===== src/line_state_defines.vh =====
// constants for the coherent line state tracker
`ifndef LINE_STATE_DEFINES_VH
`define LINE_STATE_DEFINES_VH

// ========================================
// state bit positions within a line entry
`define ST_VALID_BIT 2
`define ST_UNIQUE_BIT 1
`define ST_DIRTY_BIT 0
`define ST_RESET 3'h0

// ========================================
// read snoop codes (4 bits)
`define RD_SNOOP_PLAIN 4'h0
`define RD_SNOOP_SHARED 4'h1
`define RD_SNOOP_UNIQUE 4'h7
`define RD_SNOOP_CLEAN_UNIQUE 4'hB
`define RD_SNOOP_MAKE_UNIQUE 4'hC

// ========================================
// write snoop codes (3 bits)
`define WR_SNOOP_PLAIN 3'h0
`define WR_SNOOP_BACK 3'h3
`define WR_SNOOP_EVICT 3'h4
`define WR_SNOOP_WREVICT 3'h5

// ========================================
// domain and barrier codes
`define DOMAIN_INNER 2'h1
`define DOMAIN_NONSHARE 2'h0
`define BAR_NORMAL 2'h0

// ========================================
// read response bit positions
`define RESP_DIRTY_BIT 2
`define RESP_SHARED_BIT 3

// ========================================
// operation codes from the cache core
`define OP_LOAD 2'h0
`define OP_STORE 2'h1
`define OP_EVICT 2'h2
`define OP_SNOOP 2'h3

`endif


===== src/coherent_line_state_tracker.v =====
// per-line coherency state keeping for a cached coherent master
`timescale 1ns/1ps
`default_nettype none
`include "line_state_defines.vh"

module coherent_line_state_tracker #(
    parameter ADDR_W = 32,
    parameter LINE_BYTES_LOG2 = 6,
    parameter INDEX_W = 4,
    parameter HAS_WRITE_EVICT = 0
) (
    // clock and reset
    input wire sys_clk,
    input wire rstn,
    // request from the cache core
    input wire req_valid,
    input wire [1:0] req_op,
    input wire [ADDR_W-1:0] req_addr,
    input wire req_snoop_unique,
    output wire req_ready,
    output reg done_pulse_q,
    output reg store_local_q,
    output reg wb_duty_q,
    output reg [2:0] done_state_q,
    // read address channel
    output reg arvalid_q,
    input wire arready,
    output reg [ADDR_W-1:0] araddr_q,
    output reg [1:0] ar_domain_q,
    output reg [3:0] ar_snoop_q,
    output reg [1:0] ar_bar_q,
    // read data channel end
    input wire rvalid,
    input wire rlast,
    input wire [3:0] rresp,
    output wire rready,
    output reg rack_q,
    // write address channel
    output reg awvalid_q,
    input wire awready,
    output reg [ADDR_W-1:0] awaddr_q,
    output reg [1:0] aw_domain_q,
    output reg [2:0] aw_snoop_q,
    output reg [1:0] aw_bar_q,
    output reg aw_unique_q,
    // write response end
    input wire bvalid,
    output wire bready,
    output reg wack_q,
    // snoop response
    output reg crvalid_q,
    input wire crready,
    output reg [4:0] crresp_q
);

    localparam DEPTH = 1 << INDEX_W;
    localparam TAG_W = ADDR_W - LINE_BYTES_LOG2 - INDEX_W;
    localparam S_IDLE = 3'h0;
    localparam S_AR = 3'h1;
    localparam S_R = 3'h2;
    localparam S_AW = 3'h3;
    localparam S_B = 3'h4;
    localparam S_CR = 3'h5;
    localparam S_DONE = 3'h6;

    // ========================================
    // reset release
    reg rst_a_q, rst_b_q;
    always @(posedge sys_clk or negedge rstn) begin
        if (!rstn) begin
            rst_a_q <= 1'b0;
            rst_b_q <= 1'b0;
        end else begin
            rst_a_q <= 1'b1;
            rst_b_q <= rst_a_q;
        end
    end
    wire rst_n = rst_b_q;

    // ========================================
    // helpers
    // line base with offset bits forced to zero
    function [ADDR_W-1:0] line_base;
        input [ADDR_W-1:0] a;
        begin
            line_base = (a >> LINE_BYTES_LOG2) << LINE_BYTES_LOG2;
        end
    endfunction

    function [INDEX_W-1:0] idx_of;
        input [ADDR_W-1:0] a;
        begin
            idx_of = a[LINE_BYTES_LOG2 +: INDEX_W];
        end
    endfunction

    // ========================================
    // line state and tag store
    reg [2:0] st_mem [0:DEPTH-1];
    reg [TAG_W-1:0] tag_mem [0:DEPTH-1];
    reg [2:0] fsm_q;
    reg [1:0] op_q;
    reg [ADDR_W-1:0] addr_q;
    reg snp_unique_q;
    reg [2:0] new_st_q;

    wire [INDEX_W-1:0] cur_idx = idx_of(addr_q);
    wire [TAG_W-1:0] cur_tag = addr_q[ADDR_W-1 -: TAG_W];
    wire tag_hit = tag_mem[cur_idx] == cur_tag;
    wire [2:0] cur_st = tag_hit ? st_mem[cur_idx] : `ST_RESET;
    wire present, st_local, st_notify, st_wb;

    line_state_decode u_decode (
        .st(cur_st),
        .present(present),
        .store_local(st_local),
        .store_notify(st_notify),
        .writeback_duty(st_wb)
    );

    // no request is taken while the internal reset copy still holds
    assign req_ready = (fsm_q == S_IDLE) & rst_n;
    assign rready = (fsm_q == S_R);
    assign bready = (fsm_q == S_B);

    // ========================================
    // controller
    // one request in flight keeps the state table free of races
    integer i;
    always @(posedge sys_clk or negedge rst_n) begin
        if (!rst_n) begin
            fsm_q <= S_IDLE;
            op_q <= 2'h0;
            addr_q <= {ADDR_W{1'b0}};
            snp_unique_q <= 1'b0;
            new_st_q <= `ST_RESET;
            done_pulse_q <= 1'b0;
            store_local_q <= 1'b0;
            wb_duty_q <= 1'b0;
            done_state_q <= `ST_RESET;
            arvalid_q <= 1'b0;
            araddr_q <= {ADDR_W{1'b0}};
            ar_domain_q <= 2'h0;
            ar_snoop_q <= 4'h0;
            ar_bar_q <= 2'h0;
            rack_q <= 1'b0;
            awvalid_q <= 1'b0;
            awaddr_q <= {ADDR_W{1'b0}};
            aw_domain_q <= 2'h0;
            aw_snoop_q <= 3'h0;
            aw_bar_q <= 2'h0;
            aw_unique_q <= 1'b0;
            wack_q <= 1'b0;
            crvalid_q <= 1'b0;
            crresp_q <= 5'h00;
            for (i = 0; i < DEPTH; i = i + 1) begin
                st_mem[i] <= `ST_RESET;
                tag_mem[i] <= {TAG_W{1'b0}};
            end
        end else begin
            done_pulse_q <= 1'b0;
            rack_q <= 1'b0;
            wack_q <= 1'b0;
            case (fsm_q)
                S_IDLE: begin
                    if (req_valid) begin
                        op_q <= req_op;
                        addr_q <= line_base(req_addr);
                        snp_unique_q <= req_snoop_unique;
                        fsm_q <= S_DONE;
                        if (req_op == `OP_SNOOP) begin
                            fsm_q <= S_CR;
                        end else if (req_op == `OP_EVICT) begin
                            fsm_q <= S_AW;
                        end else begin
                            fsm_q <= S_AR;
                        end
                    end
                end
                S_AR: begin
                    if (!arvalid_q) begin
                        araddr_q <= addr_q;
                        ar_domain_q <= `DOMAIN_INNER;
                        ar_bar_q <= `BAR_NORMAL;
                        if (op_q == `OP_LOAD && present) begin
                            fsm_q <= S_DONE; // hit, no traffic
                            new_st_q <= cur_st;
                        end else if (op_q == `OP_STORE && st_local) begin
                            fsm_q <= S_DONE;
                            new_st_q <= 3'h7;
                        end else begin
                            arvalid_q <= 1'b1;
                            if (op_q == `OP_LOAD) begin
                                ar_snoop_q <= `RD_SNOOP_SHARED;
                            end else if (st_notify) begin
                                ar_snoop_q <= `RD_SNOOP_CLEAN_UNIQUE;
                            end else begin
                                ar_snoop_q <= `RD_SNOOP_UNIQUE;
                            end
                        end
                    end else if (arready) begin
                        arvalid_q <= 1'b0;
                        fsm_q <= S_R;
                    end
                end
                S_R: begin
                    if (rvalid && rlast) begin
                        rack_q <= 1'b1;
                        fsm_q <= S_DONE;
                        if (op_q == `OP_STORE) begin
                            // other copies removed, store now unique
                            new_st_q <= 3'h7;
                        end else begin
                            // take shared and dirty hints as given
                            new_st_q <= {1'b1,
                                ~rresp[`RESP_SHARED_BIT],
                                rresp[`RESP_DIRTY_BIT]};
                        end
                    end
                end
                S_AW: begin
                    if (!awvalid_q) begin
                        awaddr_q <= addr_q;
                        aw_domain_q <= `DOMAIN_INNER;
                        aw_bar_q <= `BAR_NORMAL;
                        aw_unique_q <= 1'b0;
                        new_st_q <= `ST_RESET;
                        if (st_wb) begin
                            awvalid_q <= 1'b1;
                            aw_snoop_q <= `WR_SNOOP_BACK;
                        end else if (present && HAS_WRITE_EVICT != 0) begin
                            awvalid_q <= 1'b1;
                            aw_snoop_q <= `WR_SNOOP_WREVICT;
                            aw_unique_q <= st_local;
                        end else begin
                            fsm_q <= S_DONE;
                        end
                    end else if (awready) begin
                        awvalid_q <= 1'b0;
                        fsm_q <= S_B;
                    end
                end
                S_B: begin
                    if (bvalid) begin
                        wack_q <= 1'b1;
                        fsm_q <= S_DONE;
                    end
                end
                S_CR: begin
                    if (!crvalid_q) begin
                        crvalid_q <= 1'b1;
                        // data transfer bit left low: no snoop data path
                        // a kept copy keeps the dirty duty, so it is only
                        // handed over when this copy is dropped
                        crresp_q <= {1'b0, present & ~snp_unique_q,
                            st_wb & snp_unique_q, 1'b0, 1'b0};
                        // unique snoop invalidates, others demote
                        if (snp_unique_q || !present) begin
                            new_st_q <= `ST_RESET;
                        end else begin
                            new_st_q <= {2'h2, cur_st[`ST_DIRTY_BIT]};
                        end
                    end else if (crready) begin
                        crvalid_q <= 1'b0;
                        fsm_q <= S_DONE;
                    end
                end
                S_DONE: begin
                    st_mem[cur_idx] <= new_st_q;
                    tag_mem[cur_idx] <= cur_tag;
                    done_state_q <= new_st_q;
                    store_local_q <= (op_q == `OP_STORE);
                    wb_duty_q <= new_st_q[`ST_VALID_BIT]
                        & new_st_q[`ST_DIRTY_BIT];
                    done_pulse_q <= 1'b1;
                    fsm_q <= S_IDLE;
                end
                default: begin
                    fsm_q <= S_IDLE;
                end
            endcase
        end
    end

endmodule
`default_nettype wire


===== src/line_state_decode.v =====
// decode of one stored line state into its access duties
`timescale 1ns/1ps
`default_nettype none
`include "line_state_defines.vh"

module line_state_decode (
    // stored state bits
    input wire [2:0] st,
    // decoded duties
    output wire present,
    output wire store_local,
    output wire store_notify,
    output wire writeback_duty
);

    // ========================================
    // decode
    // valid low means invalid whatever the other bits hold
    assign present = st[`ST_VALID_BIT];
    assign store_local = present & st[`ST_UNIQUE_BIT];
    assign store_notify = present & ~st[`ST_UNIQUE_BIT];
    // shared clean never carries write-back duty
    assign writeback_duty = present & st[`ST_DIRTY_BIT];

endmodule
`default_nettype wire


===== config.mk =====
export PLATFORM = sky130hd
export DESIGN_NAME = coherent_line_state_tracker
export DESIGN_NICKNAME = d
export VERILOG_FILES = /design/src/coherent_line_state_tracker.v /design/src/line_state_decode.v
export VERILOG_INCLUDE_DIRS = /design/src
export SDC_FILE = /design/constraint.sdc
export NUM_CORES = 1
export LEC_CHECK = 0
export BUFFER_PORTS_ARGS = -buffer_cell sky130_fd_sc_hd__buf_2
export CAP_MARGIN = 20
export CORE_ASPECT_RATIO = 0.8
export CORE_MARGIN = 1
export CORE_UTILIZATION = 29
export DETAILED_ROUTE_END_ITERATION = 6
export PLACE_DENSITY = 0.55
export SYNTH_ARGS = -nofsm -noshare
export SYNTH_HDL_FRONTEND = slang
export SYNTH_SLANG_ARGS = --single-unit

===== constraint.sdc =====
create_clock -name sys_clk -period 19.05 [get_ports sys_clk]
set_input_delay 3.81 -clock sys_clk [delete_from_list [all_inputs] [get_ports sys_clk]]
set_output_delay 3.81 -clock sys_clk [all_outputs]
set_load 0.1 [all_outputs]

After elaboration in Yosys (flattened, before gate mapping)
Index checks and enable logic that the tools add are counted.

Register bits: 509.

Bitwise gates (word level): 16. Reduce and logical (&&, ||, !) cells: 17. Magnitude comparators: 2. Mux-type cells: 53. Equality and inequality tests: 23.

Operator list (number): bitwise mux 352 bit (1); binary-select mux 22 bit (select 4 bit) (1); demux 22 bit (select 4 bit) (1); two-way mux 3 bit (24); two-way mux 22 bit (3); bitwise mux 48 bit (1); equality test 22 bit (1); case mux 3 bit (6 select lines) (1); two-way mux 1 bit (14); inequality test 2 bit, second input constant (7); binary-select mux 3 bit (select 4 bit) (1); demux 3 bit (select 4 bit) (1); inequality test 3 bit, second input constant (4); case mux 3 bit (4 select lines) (1); equality test 3 bit, second input constant (3); AND reduction 9 bit (1); two-way mux 4 bit (2); inverter 1 bit (8); AND reduction 2 bit (4); bitwise AND 1 bit (7); equality test 3 x 2 -> 1 bit, second input constant (2); AND reduction 6 bit (1); greater-or-equal comparator 5 bit, second input constant (1); less-than comparator 5 x 1 -> 1 bit, second input constant (1); other kinds (15) (20).

Logic depth before layout (Yosys ltp)
Depth in word-level cells: 12. Mapped depth: 15.

By module
A second synthesis with hierarchy kept.

Cells, all modules: 1534. Area, all modules: 23015.8 µm².

Modules (own cells, without submodules): coherent_line_state_tracker (times used 1, cells an instance 1530, area an instance 22985.8 µm², seq. area each 12737.2 µm²); line_state_decode (times used 1, cells an instance 4, area an instance 30.0 µm², seq. area each 0.0 µm²).

Least setup slack after synthesis
Ideal clock, no wire load.

Kind: reg2out. Start point: reg rst_b_q. End point: out req_ready. Slack: 2324 ps. Cell stages (with the launch flop): 2. Arrival time: 12916 ps. Path buffers: 0. Cell sequence: dfrtp_1 -> and2_1.

Word-level cells in the longest chain between the ends: 1.

RTL lines: from (decl) (line coherent_line_state_tracker.v:68) `reg rst_a_q, rst_b_q;`; from (signal assigned) (line coherent_line_state_tracker.v:75) `rst_b_q <= rst_a_q;`; bitwise AND 1 bit (line coherent_line_state_tracker.v:122) `assign req_ready = (fsm_q == S_IDLE) & rst_n;`; to (decl) (line coherent_line_state_tracker.v:20) `output wire req_ready,`.

No other way between the ends.

Worst setup path in the final report
Start point: reg fsm_q[0]. End point: out req_ready.

Word-level cells in the longest chain between the ends: 2.

RTL lines: from (decl) (line coherent_line_state_tracker.v:101) `reg [2:0] fsm_q;`; from (signal assigned) (line coherent_line_state_tracker.v:132) `fsm_q <= S_IDLE;`; from (signal assigned) (line coherent_line_state_tracker.v:170) `fsm_q <= S_DONE;`; from (signal assigned) (line coherent_line_state_tracker.v:172) `fsm_q <= S_CR;`; zero test 3 bit (line coherent_line_state_tracker.v:122); bitwise AND 1 bit (line coherent_line_state_tracker.v:122).

No other way between the ends.

==> results.sh <==
export IMPL_run_status="finished, final reports clean"
export IMPL_finClkSkew_ns=0.0104
export IMPL_fin_cells=2787
export IMPL_cts_sinks=509
export IMPL_critPathMaxFanout=19
export IMPL_grt_met1_usage_pct=22.2
export IMPL_dp_hpwl_um=37200
export IMPL_synthTopCellsByArea="dfrtp_1, mux2_2, mux4_2"
export IMPL_p_leak_nw=12.4
export IMPL_async_flop_share_pct=100
export IMPL_port_buffers=115
export IMPL_grt_usage_pct=15.4
export IMPL_via_per_inst=4.92
export IMPL_drc=0
export IMPL_synthTopCellsByCount="dfrtp_1, mux2_2, clkbuf_1"
export IMPL_grt_start_max_net_pins=151
export IMPL_r2r_cells=10
export IMPL_synth_area_um2=23300
export IMPL_grt_pass1_wl_um=95300
export IMPL_post_cts_setup_buffer_count=0
export IMPL_synth_top_area_share_pct=54.7
export IMPL_clkTransAtPathRegs_ns=0.06
export IMPL_tightest_slew_ns=1.19
export IMPL_drtIter0Drc=866
export IMPL_yosysWarnings=0
export IMPL_hold_viol=0
export IMPL_start_util_pct=29.4
export IMPL_routed_wl_um=61600
export IMPL_ir_drop_v=0.000114
export IMPL_ys_seq_elements=509
export IMPL_cts_tree="yes"
export IMPL_min_period_ns=5.86
export IMPL_crit_required_ns=15.24
export IMPL_yosysUniqueCellTypes=65
export IMPL_ant_nets=0
export IMPL_diodes=0
export IMPL_crit_type="register to primary output"
export IMPL_synth_area_leader_cell="dfrtp_1"
export IMPL_worstSkewPairLatency_ns=0.62
export IMPL_rsz0062_at_grt="false"
export IMPL_grt_use_met3_pct=2.92
export IMPL_start_kind="register"
export IMPL_ctsResizeCount=0
export IMPL_cp_end_kind="primary output"
export IMPL_gr_total_overflow=0
export IMPL_cts_root_buf="clkbuf_16"
export IMPL_hp_class="register to async pin"
export IMPL_die_h_um=255
export IMPL_maxCapViolations=0
export IMPL_grt_pass1_vias=14700
export IMPL_report_final_slew_viol_count=0
export IMPL_die_width_um=319
export IMPL_relSlewSlack_pct=20.0
export IMPL_cts_hold_repair_buffers=0
export IMPL_max_freq_mhz=171
export IMPL_htree_levels=2
export IMPL_dpl_cell_count=2682
export IMPL_cts_path_max_buffers=3
export IMPL_cp_data_arrival_time_ns=2.05
export IMPL_power_density_nw_per_um2=187
export IMPL_fin_setup_tns_ns=0
export IMPL_rows=92
export IMPL_dieArea_um2=81400
export IMPL_fin_crit_sh_pct=30.8
export IMPL_drive_gt1_share_pct=45.8
export IMPL_synth_most_common_cell="dfrtp_1"
export IMPL_cts_buffers=57
export IMPL_seq_area_frac_synth_pct=54.7
export IMPL_syn2layout_area_growth_pct=15.0
export IMPL_p_total_w=0.00501
export IMPL_layout_nets=1756
export IMPL_io_pin_count=147
export IMPL_avgSynthCellArea_um2=14.3
export IMPL_finalSetupViolCount=0
export IMPL_gp_congestion=0.776
export IMPL_use_met2_pct=23.3
export IMPL_coreArea_um2=79100
export IMPL_routedWlPerCell_um=22.1
export IMPL_top_usage_layer="met2"
export IMPL_first_pass_iters=5
export IMPL_vias=13700
export IMPL_synth_cells=1631
export IMPL_grt_antenna_before_repair=2
export IMPL_synth_ff_type="dfrtp_1"
export IMPL_synth_edf_count=0
[cell usage in the layout (no fill, tap or decap), drive strengths merged, types with 4 or more instances in the layout]
cell type	count
a22o	7
o31ai	4
or3	10
mux2i	76
dfrtp	509
a21oi	13
and3	5
mux4	73
inv	8
xor2	9
bufinv	7
and2	6
a211oi	5
clkinv	11
o211ai	5
o21ai	45
conb	24
nor2	23
buf	156
nand2	73
xnor2	14
nor3	10
nor2b	15
nand3	4
clkinvlp	5
clkbuf	81
nand2b	12
a22oi	18
nor3b	4
mux2	468
o22ai	7
or2	5
[where the power goes]
part           total (W)  internal [W]  switching (W)  leakage (nW)
clock network    0.00114      0.000676       0.000462         0.923
logic            0.00206      0.000800        0.00126          4.78
registers        0.00182       0.00149       0.000323          6.67
total            0.00501       0.00297        0.00204          12.4
[path summary, 6_finish.rpt]
check | startpoint | endpoint | slack [ns]
worst max-delay path | fsm_q[0] | req_ready | 13.19
worst min-delay path | rst_b_q | addr_q[23] | 0.26
worst max register to register | addr_q[6] | fsm_q[0] | 13.85
worst min register to register | rst_b_q | addr_q[23] | 0.26
max in group asynchronous | rst_b_q | addr_q[7] | 15.93
min in group sys_clk | rst_a_q | rst_b_q | 0.36
[metrics by stage]
step | hold slack, ns | area [µm²] | utilization (%) | setup WS, ns
detailed placement | 0.279 | 24800 | 31.4 | 13.80
global route | 0.300 | 26800 | 33.8 | 13.05
finish | 0.256 | 26800 | 33.8 | 13.19
floorplan | 0.331 | 23400 | - | 2.32
global placement | 0.270 | 24800 | 31.4 | 13.80
CTS | 0.282 | 26700 | 33.8 | 13.15
[cells by family (layout without fill, tap and decap cells)]
kind of cell / Yosys count / after routing / share of synthesized area, %
mux: 617 / 617 / 33.1
other cells: 2 / 24 / 0.0323
buf+inv: 168 / 268 / 3.64
flops: 509 / 509 / 54.7
compound gates: 125 / 125 / 3.53
xor+xnor: 23 / 23 / 0.865
simple gates: 187 / 187 / 4.11
[critical path: stages, from the launching register on]
cell	delay [ns]
dfrtp_1	0.58
nor3_1	0.28
and2_1	0.15
buf_2	0.42
[final cells by class]
| class | count | area (µm²) |
|---|---|---|
| Sequential cell | 509 | 12800 |
| Fill cell | 7614 | 52300 |
| Timing Repair Buffer | 156 | 928 |
| Clock buffer | 81 | 1600 |
| Tap cell | 1034 | 1290 |
| Inverter | 8 | 30.0 |
| Multi-Input combinational cell | 976 | 9850 |
| Clock inverter | 23 | 314 |
[registers in the layout, indices dropped and copies added, names as in the netlist, 2 cells and up]
| name | cells |
|---|---|
| fsm_q | 3 |
| new_st_q | 3 |
| araddr_q | 26 |
| done_state_q | 3 |
| st_mem | 48 |
| awaddr_q | 26 |
| crresp_q | 2 |
| op_q | 2 |
| tag_mem | 352 |
| ar_snoop_q | 4 |
| addr_q | 26 |
[layer usage]
layer	up-vias	share of wire, %
li1	6032	-
met1	7291	48
met2	283	45
met3	93	4.6
met4	0	2.5
met5	-	0
No activity file was read; power rests on OpenSTA's default activity.
